**config.mk**
```make
export PLATFORM = sky130hd
export DESIGN_NAME = epcb_top
export DESIGN_NICKNAME = d
export VERILOG_FILES = /design/src/include/epcb_pkg.sv /design/src/rtl/epcb_counter.sv /design/src/rtl/epcb_top.sv
export SDC_FILE = /design/constraint.sdc
export NUM_CORES = 1
export LEC_CHECK = 0
export ABC_AREA = 1
export CORE_AREA = 2 2 99 120
export DETAILED_ROUTE_END_ITERATION = 12
export DIE_AREA = 0 0 101 122
export DONT_BUFFER_PORTS = 1
export GPL_TIMING_DRIVEN = 0
export HOLD_SLACK_MARGIN = 0.08
export PLACE_DENSITY = 0.6
export SLEW_MARGIN = 20
export SYNTH_ARGS = -nofsm -noshare
export SYNTH_HDL_FRONTEND = slang
export SYNTH_SLANG_ARGS = --single-unit
```
**constraint.sdc**
```tcl
create_clock -name CLK_IN -period 5.2 [get_ports CLK_IN]
set_input_delay 0.26 -clock CLK_IN [delete_from_list [all_inputs] [get_ports CLK_IN]]
set_output_delay 0.26 -clock CLK_IN [all_outputs]
set_load 0.01 [all_outputs]
```
**src/include/epcb_pkg.sv**
```systemverilog
// Package with offsets, widths, reset values and bus state codes of the counter bank
package epcb_pkg;
  // ==========================================================
  // Register offsets on the five register-select lines
  localparam logic [4:0] EPCB_OFS_VECTOR = 5'h12;
  localparam logic [4:0] EPCB_OFS_TS_ERR = 5'h18;
  localparam logic [4:0] EPCB_OFS_ALARM_CRC = 5'h19;
  localparam logic [4:0] EPCB_OFS_BAD_ALIGN = 5'h1a;
  localparam logic [4:0] EPCB_OFS_VIOL_HI = 5'h1c;
  localparam logic [4:0] EPCB_OFS_VIOL_LO = 5'h1d;
  localparam logic [4:0] EPCB_OFS_FAR_BLOCK = 5'h1e;
  localparam logic [4:0] EPCB_OFS_CHECKSUM = 5'h1f;
  // ==========================================================
  // Widths and reset values
  localparam int EPCB_DATA_W = 8;
  localparam logic [7:0] EPCB_VECTOR_RESET = 8'h00;
  localparam logic [7:0] EPCB_READ_IDLE = 8'h00;
  // Strobe synchroniser depth
  localparam int EPCB_SYNC_STAGES = 3;
  // Bus access state machine
  typedef enum logic [1:0]
  {
    EPCB_IDLE = 2'b00,
    EPCB_ACTIVE = 2'b01,
    EPCB_DONE = 2'b11
  } epcb_bus_state_type;
endpackage

```
**src/rtl/epcb_counter.sv**
```systemverilog
// Generic wrapping event counter with host preset
`timescale 1ns/1ps
module epcb_counter
#(
  parameter int WIDTH = 8
)
(
  input wire logic clk_in,
  input wire logic rst_n_in,
  input wire logic event_in,
  input wire logic load_in,
  input wire logic [WIDTH-1:0] load_value_in,
  output logic [WIDTH-1:0] count_out
);
  // ==========================================================
  // Count register
  // Reset deliberately absent: contents survive any reset
  logic [WIDTH-1:0] count_q;
  logic unused_rst;
  assign unused_rst = rst_n_in;

  // Host load wins over an increment; max wraps to zero
  always_ff @(posedge clk_in)
  begin
    if (load_in)
    begin
      count_q <= load_value_in;
    end
    else if (event_in)
    begin
      count_q <= count_q + WIDTH'(1);
    end
  end

  assign count_out = count_q;
endmodule

```
**src/rtl/epcb_top.sv**
```systemverilog
// Performance counter bank and interrupt vector of an E1 framer status page
// Operation
// - Vector byte clears itself after host read
// - Resets never alter counter contents
// - Host write presets counter value
// - Vector byte at 0x12 shows last category
// - Count bit errors in selected timeslot
// - Count multiframes with alarm and E-bit zero
// - Count errored frame alignment signals
// - Sixteen-bit violation counter at 0x1c/0x1d
// - Far-end block error count low byte 0x1e
// - Checksum error count low byte 0x1f
`timescale 1ns/1ps
module epcb_top
(
  input wire logic CLK_IN,
  input wire logic RST_N_IN,
  input wire logic CS_N_IN,
  input wire logic DATA_STROBE_N_IN,
  input wire logic RD_WR_N_IN,
  input wire logic [4:0] ADDR_IN,
  input wire logic [7:0] DATA_IN,
  output logic [7:0] DATA_OUT,
  output logic DATA_OE_OUT,
  input wire logic PAGE_SELECT_IN,
  input wire logic TS_BIT_ERROR_IN,
  input wire logic ERROR_TIMESLOT_SELECT_BIT_IN,
  input wire logic MULTIFRAME_END_IN,
  input wire logic REMOTE_ALARM_IN,
  input wire logic EBIT_ZERO_IN,
  input wire logic BAD_ALIGNMENT_IN,
  input wire logic VIOLATION_IN,
  input wire logic FAR_BLOCK_ERROR_IN,
  input wire logic CHECKSUM_FAIL_IN,
  input wire logic VECTOR_LOAD_IN,
  input wire logic [7:0] VECTOR_VALUE_IN
);
  // ==========================================================
  // Host strobe synchronisers (three stages, edges from 2 and 3)
  logic [2:0] cs_sync_q;
  logic [2:0] ds_sync_q;
  logic access_level;
  logic access_start;
  logic access_end;
  logic access_idle; // Release seen: stages 2 and 3 both high
  epcb_pkg::epcb_bus_state_type state_q;
  epcb_pkg::epcb_bus_state_type state_d;

  // Shift the chip select and strobe through their stages
  always_ff @(posedge CLK_IN or negedge RST_N_IN)
  begin
    if (!RST_N_IN)
    begin
      cs_sync_q <= 3'h7;
      ds_sync_q <= 3'h7;
    end
    else
    begin
      cs_sync_q <= {cs_sync_q[1:0], CS_N_IN};
      ds_sync_q <= {ds_sync_q[1:0], DATA_STROBE_N_IN};
    end
  end

  // Access is live when chip select and strobe are low in stages 2 and 3
  assign access_level = ~cs_sync_q[1] & ~cs_sync_q[2] &
                        ~ds_sync_q[1] & ~ds_sync_q[2];
  // Release counts only once stages 2 and 3 agree, so a half-moved
  // strobe can neither end an access nor start a new one
  assign access_idle = (cs_sync_q[1] & cs_sync_q[2])
                       | (ds_sync_q[1] & ds_sync_q[2]);
  assign access_start = (state_q == epcb_pkg::EPCB_IDLE) & access_level;
  assign access_end = (state_q == epcb_pkg::EPCB_ACTIVE) & access_idle;

  // ==========================================================
  // Access sequencer: one action per strobe
  always_comb
  begin
    state_d = state_q;
    unique case (state_q)
      epcb_pkg::EPCB_IDLE:
      begin
        // Wait for chip select and strobe
        if (access_level)
        begin
          state_d = epcb_pkg::EPCB_ACTIVE;
        end
      end
      epcb_pkg::EPCB_ACTIVE:
      begin
        // Hold until the strobe is released
        if (access_idle)
        begin
          state_d = epcb_pkg::EPCB_DONE;
        end
      end
      epcb_pkg::EPCB_DONE:
      begin
        state_d = epcb_pkg::EPCB_IDLE;
      end
      default:
      begin
        state_d = epcb_pkg::EPCB_IDLE;
      end
    endcase
  end

  // State register
  always_ff @(posedge CLK_IN or negedge RST_N_IN)
  begin
    if (!RST_N_IN)
    begin
      state_q <= epcb_pkg::EPCB_IDLE;
    end
    else
    begin
      state_q <= state_d;
    end
  end

  // ==========================================================
  // Latched access attributes at strobe start
  logic [4:0] addr_q;
  logic write_q;
  logic [7:0] wdata_q;
  logic write_pulse;
  logic read_done;

  // Capture address, direction and data once per access
  always_ff @(posedge CLK_IN or negedge RST_N_IN)
  begin
    if (!RST_N_IN)
    begin
      addr_q <= 5'h00;
      write_q <= 1'b0;
      wdata_q <= 8'h00;
    end
    else if (access_start)
    begin
      addr_q <= ADDR_IN;
      write_q <= ~RD_WR_N_IN & PAGE_SELECT_IN;
      wdata_q <= DATA_IN;
    end
  end

  // Write acts once, when the strobe release ends the access
  assign write_pulse = (state_q == epcb_pkg::EPCB_ACTIVE) & access_end
                       & write_q;
  assign read_done = access_end & ~write_q & PAGE_SELECT_IN;

  // Per-register load strobes
  function automatic logic hit(input logic [4:0] ofs);
    hit = write_pulse & (addr_q == ofs);
  endfunction

  // ==========================================================
  // Qualified event sources
  logic ts_event;
  logic alarm_event;
  logic viol_lo_wrap;
  logic viol_hi_event;
  logic [7:0] ts_count;
  logic [7:0] alarm_count;
  logic [7:0] align_count;
  logic [7:0] viol_hi_count;
  logic [7:0] viol_lo_count;
  logic [7:0] far_count;
  logic [7:0] crc_count;

  // Timeslot errors counted only when the selection bit picks them
  assign ts_event = TS_BIT_ERROR_IN & ERROR_TIMESLOT_SELECT_BIT_IN;
  // Once per multiframe with alarm set and an E-bit zero
  assign alarm_event = MULTIFRAME_END_IN & REMOTE_ALARM_IN
                       & EBIT_ZERO_IN;
  // Carry into upper byte when lower byte rolls over
  assign viol_lo_wrap = VIOLATION_IN & (viol_lo_count == 8'hff)
                        & ~hit(epcb_pkg::EPCB_OFS_VIOL_LO);
  assign viol_hi_event = viol_lo_wrap;

  // ==========================================================
  // Counter instances
  epcb_counter #(.WIDTH(epcb_pkg::EPCB_DATA_W)) u_ts
  (
    .clk_in(CLK_IN), .rst_n_in(RST_N_IN), .event_in(ts_event),
    .load_in(hit(epcb_pkg::EPCB_OFS_TS_ERR)), .load_value_in(wdata_q),
    .count_out(ts_count)
  );
  epcb_counter #(.WIDTH(epcb_pkg::EPCB_DATA_W)) u_alarm
  (
    .clk_in(CLK_IN), .rst_n_in(RST_N_IN), .event_in(alarm_event),
    .load_in(hit(epcb_pkg::EPCB_OFS_ALARM_CRC)), .load_value_in(wdata_q),
    .count_out(alarm_count)
  );
  epcb_counter #(.WIDTH(epcb_pkg::EPCB_DATA_W)) u_align
  (
    .clk_in(CLK_IN), .rst_n_in(RST_N_IN), .event_in(BAD_ALIGNMENT_IN),
    .load_in(hit(epcb_pkg::EPCB_OFS_BAD_ALIGN)), .load_value_in(wdata_q),
    .count_out(align_count)
  );
  epcb_counter #(.WIDTH(epcb_pkg::EPCB_DATA_W)) u_viol_lo
  (
    .clk_in(CLK_IN), .rst_n_in(RST_N_IN), .event_in(VIOLATION_IN),
    .load_in(hit(epcb_pkg::EPCB_OFS_VIOL_LO)), .load_value_in(wdata_q),
    .count_out(viol_lo_count)
  );
  epcb_counter #(.WIDTH(epcb_pkg::EPCB_DATA_W)) u_viol_hi
  (
    .clk_in(CLK_IN), .rst_n_in(RST_N_IN), .event_in(viol_hi_event),
    .load_in(hit(epcb_pkg::EPCB_OFS_VIOL_HI)), .load_value_in(wdata_q),
    .count_out(viol_hi_count)
  );
  epcb_counter #(.WIDTH(epcb_pkg::EPCB_DATA_W)) u_far
  (
    .clk_in(CLK_IN), .rst_n_in(RST_N_IN), .event_in(FAR_BLOCK_ERROR_IN),
    .load_in(hit(epcb_pkg::EPCB_OFS_FAR_BLOCK)), .load_value_in(wdata_q),
    .count_out(far_count)
  );
  epcb_counter #(.WIDTH(epcb_pkg::EPCB_DATA_W)) u_crc
  (
    .clk_in(CLK_IN), .rst_n_in(RST_N_IN), .event_in(CHECKSUM_FAIL_IN),
    .load_in(hit(epcb_pkg::EPCB_OFS_CHECKSUM)), .load_value_in(wdata_q),
    .count_out(crc_count)
  );

  // ==========================================================
  // Interrupt category vector
  logic [7:0] vector_q;
  logic vector_read;

  assign vector_read = read_done & (addr_q == epcb_pkg::EPCB_OFS_VECTOR);

  // New category beats the read-clear in the same cycle
  always_ff @(posedge CLK_IN or negedge RST_N_IN)
  begin
    if (!RST_N_IN)
    begin
      vector_q <= epcb_pkg::EPCB_VECTOR_RESET;
    end
    else if (VECTOR_LOAD_IN)
    begin
      vector_q <= VECTOR_VALUE_IN;
    end
    else if (vector_read)
    begin
      vector_q <= epcb_pkg::EPCB_VECTOR_RESET;
    end
  end

  // ==========================================================
  // Read data mux, registered
  logic [7:0] rdata_d;
  logic [7:0] rdata_q;
  logic oe_q;

  // Select register contents by latched address
  always_comb
  begin
    unique case (addr_q)
      epcb_pkg::EPCB_OFS_VECTOR: rdata_d = vector_q;
      epcb_pkg::EPCB_OFS_TS_ERR: rdata_d = ts_count;
      epcb_pkg::EPCB_OFS_ALARM_CRC: rdata_d = alarm_count;
      epcb_pkg::EPCB_OFS_BAD_ALIGN: rdata_d = align_count;
      epcb_pkg::EPCB_OFS_VIOL_HI: rdata_d = viol_hi_count;
      epcb_pkg::EPCB_OFS_VIOL_LO: rdata_d = viol_lo_count;
      epcb_pkg::EPCB_OFS_FAR_BLOCK: rdata_d = far_count;
      epcb_pkg::EPCB_OFS_CHECKSUM: rdata_d = crc_count;
      default: rdata_d = epcb_pkg::EPCB_READ_IDLE;
    endcase
  end

  // Drive the bus during a read access of this page
  always_ff @(posedge CLK_IN or negedge RST_N_IN)
  begin
    if (!RST_N_IN)
    begin
      rdata_q <= epcb_pkg::EPCB_READ_IDLE;
      oe_q <= 1'b0;
    end
    else
    begin
      rdata_q <= rdata_d;
      oe_q <= (state_q == epcb_pkg::EPCB_ACTIVE) & ~access_idle
              & ~write_q & PAGE_SELECT_IN;
    end
  end

  assign DATA_OUT = rdata_q;
  assign DATA_OE_OUT = oe_q;
endmodule

```
==> key figures, run 1 <==
Status
  – Status: complete, no violations

Placed design
  – Buffers on Ports: 0
  – Hpwl dp: 9.47 mm
  – Gpl congestion: 0.865
  – Setup WS pre-CTS: 2890 ps

Worst setup path
  – Crit end category: flip-flop
  – Critical Path, Cell by Cell: nor2_1 -> nand3_1 -> clkbuf_1 -> clkbuf_1 -> nand2_1 -> o31ai_1 -> dlygate4sd3_1
  – Worst EP arrival: 2510 ps
  – Crit path buf inv count: 3
  – Worst setup SP type: flip-flop
  – Cell mode on critical path: clkbuf_1
  – Worst Path Required: 5480 ps
  – CP top delay family: buffers and inverters
  – Critical Path Fanout Max: 10
  – CP peak stage delay: 560 ps
  – Crit Path Class: reg2reg
  – Crit-path slowest cell: dlygate4sd3_1

STA
  – Post-route setup TNS: 0 ps
  – Worst Max-Slew Pin Slew: 725 ps
  – FMAX: 449 MHz
  – Tmin final: 2230 ps
  – Max_slew headroom: 0.514
  – Final setup fails: 0
  – Fin worst setup slack: 2970 ps
  – Tcrit/Tclk final: 0.429
  – Max Slew Vio Count: 0
  – Final Hold Fails: 0
  – Unrepaired setup endpoints after global routing: false
  – Layout Skew: 6.05 ps

Flow run
  – Max Cap Violations: 0

Synth
  – Sequential area share after synthesis: 0.490
  – Mapped Cells: 696
  – Mapped Area: 5430 µm²
  – Syn_nets: 740
  – Netlist cell types: 27
  – #FFs+latches synth: 95
  – Avg Inst Size Synth: 7.81 µm²
  – Yosys warnings: 0

Global routing
  – Initial antenna violation count: 1
  – First-pass GRT wire length: 21.2 mm
  – Largest net degree at the start of global routing: 40
  – Vias in the first global route: 4276
  – GRT overflow: 0
  – Total Routing Usage GR: 0.228

Drt
  – Pre-Repair DR Iteration Count: 5
  – Highest metal used: met4
  – Vias per cell: 5.25
  – Via count: 4573
  – DRT iter0 DRCs: 336
  – WL met3: 667 µm
  – Antenna violation net count after detailed routing: 0
  – Met2 wire len: 6.39 mm
  – Routed len/inst: 15.3 µm
  – DRT Wirelength: 13.3 mm
  – Residual DRC: 0
  – Metal-1 WL: 5.83 mm

Power and ir drop
  – VDD IR-drop max: 0.000215 V
  – Switching Share: 0.357
  – Combinational Power Share: 0.264
  – Clock share of power: 0.291
  – Seq pwr share: 0.445
  – Power per cell area: 371 nW/µm²
  – Switching Power: 0.814 mW
  – Static leakage: 2.86 nW
  – Internal: 1.46 mW

Clock tree
  – Total CTS buffers: 9
  – H-tree Lvls: 3
  – Post-CTS Setup Bufs: 0
  – Sink Count: 95
  – CTS Buffer Depth: 2
  – Latest clock arrival within the worst-skew pair: 340 ps
  – Post_cts resized: 0
  – Worst-path clk slew: 60 ps
  – CTS tree: done
  – # hold bufs at CTS: 23
  – Clock root buffer: clkbuf_16

Layout
  – Filler cells: 1073
  – Share of layout cells above drive strength 1: 0.0844
  – Final #Nets: 774
  – Area Overhead vs Synth: 13.1%

Worst hold path
  – Worst Hold Class: in2reg

Floorplanning
  – Rows: 43
  – Die footprint: 12300 µm²
  – Initial core utilization: 0.481
  – Die Ht: 122 µm
  – I/O pins: 46
  – Die W: 101 µm
  – Placeable core area: 11300 µm²
## cell families after synthesis
family                     after synthesis  synth area share
buffers and inverters                   75            0.0617
adders and majority gates                7            0.0161
and+or+nand+nor                        446             0.350
AOI/OAI and AO/OA                       52            0.0484
DFF                                     95             0.490
xor gates and xnor gates                21            0.0338
## cells in the final DEF (no fill, tap or decap), types with 9 or more instances in the layout
master	netlist	final
dfrtp_1	33	33
nor2_1	48	48
o21ai_1	9	10
xnor2_1	9	9
inv_1	48	48
clkbuf_16	0	10
buf_2	9	9
nand3_1	42	42
nand3b_1	10	10
nand4_1	11	11
dlygate4sd3_1	0	22
nand2_1	317	317
o21ai_0	38	37
xor2_1	12	12
edfxtp_1	56	56
## synth_stat cells
cell type | n | share of area
or2_2 | 4 | 0.0046
inv_2 | 4 | 0.0028
buf_6 | 4 | 0.0083
dfrtp_1 | 33 | 0.15
clkinv_1 | 1 | 0.00069
clkbuf_1 | 5 | 0.0035
buf_4 | 3 | 0.0041
dfstp_2 | 6 | 0.029
o21ai_1 | 9 | 0.0083
nand2_1 | 317 | 0.22
xnor2_1 | 9 | 0.015
edfxtp_1 | 56 | 0.31
nor2_4 | 8 | 0.017
o31ai_1 | 1 | 0.0014
ha_1 | 7 | 0.016
o21ai_0 | 38 | 0.035
nor2_1 | 48 | 0.033
buf_2 | 9 | 0.0083
nand3_1 | 42 | 0.039
inv_1 | 48 | 0.033
nand3_4 | 2 | 0.0064
clkbuf_2 | 1 | 0.00092
xor2_1 | 12 | 0.019
nand4_1 | 11 | 0.013
nand3b_1 | 10 | 0.014
a21oi_1 | 4 | 0.0037
nor2_2 | 4 | 0.0046
## stage by stage
| stage | instances | power [mW] | utilization | hold slack [ps] | cell area (µm²) |
|---|---|---|---|---|---|
| after floorplan | 696 | 1.41 | - | -35.6 | 5430 |
| after global placement | 831 | 1.59 | 0.496 | -34.5 | 5600 |
| after detailed placement | 831 | 1.61 | 0.496 | -34.6 | 5600 |
| after CTS | 870 | 2.29 | 0.544 | 80.4 | 6140 |
| after global routing | 871 | 2.40 | 0.544 | 99.9 | 6150 |
| final | 871 | 2.28 | 0.544 | 93.4 | 6150 |
## cell type report
class | instances | area [µm²] | area share
diodes | 1 | 2.50 | 0.000407
plain buffers | 22 | 136 | 0.0222
clock buffers | 11 | 264 | 0.0429
clock inverters | 5 | 37.5 | 0.00611
inverters | 53 | 199 | 0.0324
multi-input cells | 526 | 2430 | 0.396
flip-flops and latches | 95 | 2670 | 0.434
well taps | 135 | 169 | 0.0275
repair buffers | 23 | 240 | 0.0391
## sequential cells by signal (all words and copies together) (netlist names)
register	cells
DATA_OE_OUT	1
DATA_OUT	8
addr_q	5
cs_sync_q	3
ds_sync_q	3
state_q	2
u_alarm.count_out	8
u_align.count_out	8
u_crc.count_out	8
u_far.count_out	8
u_ts.count_out	8
u_viol_hi.count_out	8
u_viol_lo.count_out	8
vector_q	8
wdata_q	8
write_q	1
## metal layers
layer,GRT usage,up-vias
met3,0.0436,33
met4,0.0861,0
li1,-,2296
met1,0.291,2126
met2,0.384,118
met5,0,-
## worst paths after layout
kind / to / cells past startpoint / startpoint / slack (ps)
worst max-delay path: write_q / 7 / cs_sync_q[1] / 2970
worst min-delay path: wdata_q[7] / 2 / DATA_IN[7] / 90
worst max register to register: write_q / 7 / cs_sync_q[1] / 2970
worst min register to register: cs_sync_q[1] / 0 / cs_sync_q[0] / 360
max in group asynchronous: ds_sync_q[0] / 2 / RST_N_IN / 4540
min in group asynchronous: vector_q[0] / 2 / RST_N_IN / 400
## power groups by stage
stage / Clock (mW) / Combinational (mW) / Sequential [mW]
after global placement: 0 / 0.568 / 1.03
after detailed placement: 0 / 0.577 / 1.03
after floorplan: 0 / 0.399 / 1.01
final: 0.662 / 0.601 / 1.01
after global routing: 0.699 / 0.674 / 1.03
after CTS: 0.672 / 0.605 / 1.01
(Power assumes the default switching activity.)
==> inputs of run 2 (changes only) <==
ABC_AREA = 0   (was 1)
CORE_AREA = 2 2 95 115   (was 2 2 99 120)
DIE_AREA = 0 0 97 117   (was 0 0 101 122)
PLACE_DENSITY = 0.62   (was 0.6)
clock period = 1.8 ns   (was 5.2 ns; I/O delays follow)
==> key figures, run 2 <==
Worst setup path
  – FF-to-FF End: u_align.count_out[1]
  – R2R cell count: 6
  – Critical Path Fanout Max: 6
  – Crit end category: flip-flop
  – Worst EP arrival: 2040 ps
  – Reg2Reg Launch Point: cs_sync_q[2]
  – Crit Path Class: reg2reg
  – Worst Path Required: 1890 ps
  – Worst setup SP type: flip-flop
  – Flop2flop setup slack: -140 ps

Clock tree
  – Worst-path clk slew: 70 ps
  – Total CTS buffers: 9
  – Clock root buffer: clkbuf_16
  – CTS Buffer Depth: 2
  – CTS tree: done
  – Latest clock arrival within the worst-skew pair: 340 ps
  – H-tree Lvls: 3
  – Sink Count: 95

Floorplanning
  – Rows: 41
  – Die W: 97 µm
  – Initial core utilization: 0.484
  – I/O pins: 46
  – Die footprint: 11300 µm²
  – Placeable core area: 10300 µm²
  – Die Ht: 117 µm

STA
  – Tmin final: 1940 ps
  – Max Slew Vio Count: 0
  – FMAX: 514 MHz
  – Max_slew headroom: 0.397
  – Final setup fails: 69
  – Fin worst setup slack: -145 ps
  – Tcrit/Tclk final: 1.08
  – Final Hold Fails: 0
  – Layout Skew: 8.29 ps
  – Worst Max-Slew Pin Slew: 904 ps
  – Unrepaired setup endpoints after global routing: true

Status
  – Status: finished, violations left
  – Failing checks: setup timing

Global routing
  – Total Routing Usage GR: 0.233
  – GRT overflow: 0
  – First-pass GRT wire length: 20.1 mm
  – Initial antenna violation count: 0
  – Largest net degree at the start of global routing: 40
  – Vias in the first global route: 3809

Layout
  – Area Overhead vs Synth: 30.3%
  – Commonest non-fill, non-tap cell in the layout: edfxtp_1
  – Filler cells: 800
  – FF/Latch Area: 2670 µm²
  – Ant. Diodes: 0
  – Share of layout cells above drive strength 1: 0.278
  – Final #Nets: 561
  – Area of the multi-input gates: 2460 µm²
  – Leading cell types in the layout, fill and taps excluded: edfxtp_1, nand2_1, nand3_1, xor2_1
  – Finished Cell Area: 6500 µm²

Placed design
  – Setup WS pre-CTS: -421 ps
  – Gpl congestion: 0.846
  – Hpwl dp: 8.33 mm
  – Area after DPL: 5220 µm²
  – Buffers on Ports: 0

Synth
  – Mapped Area: 4990 µm²
  – Top_reg_cell synth: edfxtp_1
  – Syn_nets: 480
  – Top cell type's share of synthesized area: 0.337
  – Avg Inst Size Synth: 11.4 µm²
  – Post-synth EDFFs: 56
  – Yosys warnings: 0
  – Most frequent cell after synthesis: edfxtp_1
  – Cell taking the most area after synthesis: edfxtp_1
  – Sequential area share after synthesis: 0.534
  – Main area contributors after synthesis: edfxtp_1, dfrtp_1, xor2_1
  – Netlist cell types: 42
  – Top cells by count, synth: edfxtp_1, nand2_1, nand3_1, xor2_1, dfrtp_1
  – Mapped Cells: 436
  – Synth async-reset ratio: 0.411
  – #FFs+latches synth: 95

Power and ir drop
  – VDD IR-drop max: 0.000699 V
  – Static leakage: 2.53 nW
  – Power per cell area: 1100 nW/µm²

Worst hold path
  – Worst Hold Class: in2reg
  – Worst hold stages: 2
  – Worst Hold End: u_alarm.count_out[1]
  – Hold Startpoint: REMOTE_ALARM_IN

Drt
  – Residual DRC: 0
  – Antenna violation net count after detailed routing: 0
  – Vias per cell: 5.69
  – DRT iter0 DRCs: 222
  – Pre-Repair DR Iteration Count: 4
  – Routed len/inst: 19.4 µm
  – Via count: 3704
  – DRT Wirelength: 12.6 mm

Flow run
  – Max Cap Violations: 0
run 2: cell types whose count changed after synthesis, sizes merged, moves of 16 or more:
cell	change
mux2	+21
mux2i	+28
nand2	-275
xor2	+22
nor2	-34
a21oi	+17
inv	-50
o21ai	-16
run 2: cell type report:
type / count / area share
Inverter: 2 / 0.00115
Timing Repair Buffer: 74 / 0.115
Sequential cell: 95 / 0.410
Clock inverter: 5 / 0.00674
Tap cell: 129 / 0.0248
Buffer: 18 / 0.0225
Multi-Input combinational cell: 317 / 0.379
Clock buffer: 11 / 0.0406
run 2: worst max-delay path by stage:
stage	start	end	cells past startpoint
after global routing	addr_q[2]	u_alarm.count_out[1]	4
after detailed placement	state_q[1]	u_far.count_out[3]	4
final	cs_sync_q[2]	u_align.count_out[1]	6
after global placement	state_q[1]	u_viol_hi.count_out[1]	4
after floorplan	addr_q[2]	u_alarm.count_out[1]	6
after CTS	addr_q[2]	u_alarm.count_out[6]	7
run 2: logic make-up after synthesis:
kind of cell | after synthesis | share of synthesized area
AO/OA/AOI/OAI | 81 | 0.0998
XOR/XNOR | 42 | 0.0737
multiplexers | 49 | 0.105
flip-flops | 95 | 0.534
AND/OR/NAND/NOR | 138 | 0.145
adder cells (fa/ha/maj) | 7 | 0.0176
buffers and inverters | 24 | 0.0251
run 2: layer usage:
metal  track usage  wire, µm
met2         0.400      6240
met5             0         0
met1         0.288      5350
met4         0.111       412
met3        0.0428       643
run 2: through the flow:
stage                util  setup TNS (ps)  hold slack [ps]  cells  power [mW]
floorplan               -           -3840             -206    436        4.15
global placement    0.507          -31380             -204    565        4.71
detailed placement  0.507          -34310             -204    565        4.75
CTS                 0.615           -6270              184    647        7.10
global route        0.630          -10440              190    651        7.48
finish              0.630           -4380              180    651        7.15
run 2: critical path: stages, from the launching register on:
cell and delay, ps:
dfstp_2 540, a22oi_2 130, buf_4 170, buf_6 130, nor4_4 250, buf_6 170, mux2_4 300
run 2: what timing repair did:
action | 4_1_cts | 5_1_grt
buffers inserted | 35 | 4
resized for setup | 58 | 41
cloned | 1 | 3
endpoints found under the setup margin | 126 | 136
hold buffers | 33 | 0
pin swaps | 11 | 7
endpoints found under the hold margin | 104 | 0
run 2: power by group:
| group | leakage, nW | switching (mW) | internal (mW) | total [mW] |
|---|---|---|---|---|
| sequential | 1.01 | 0.422 | 2.68 | 3.10 |
| clock | 0.153 | 0.861 | 1.08 | 1.94 |
| combinational | 1.38 | 1.17 | 0.939 | 2.11 |
| total | 2.53 | 2.45 | 4.70 | 7.15 |
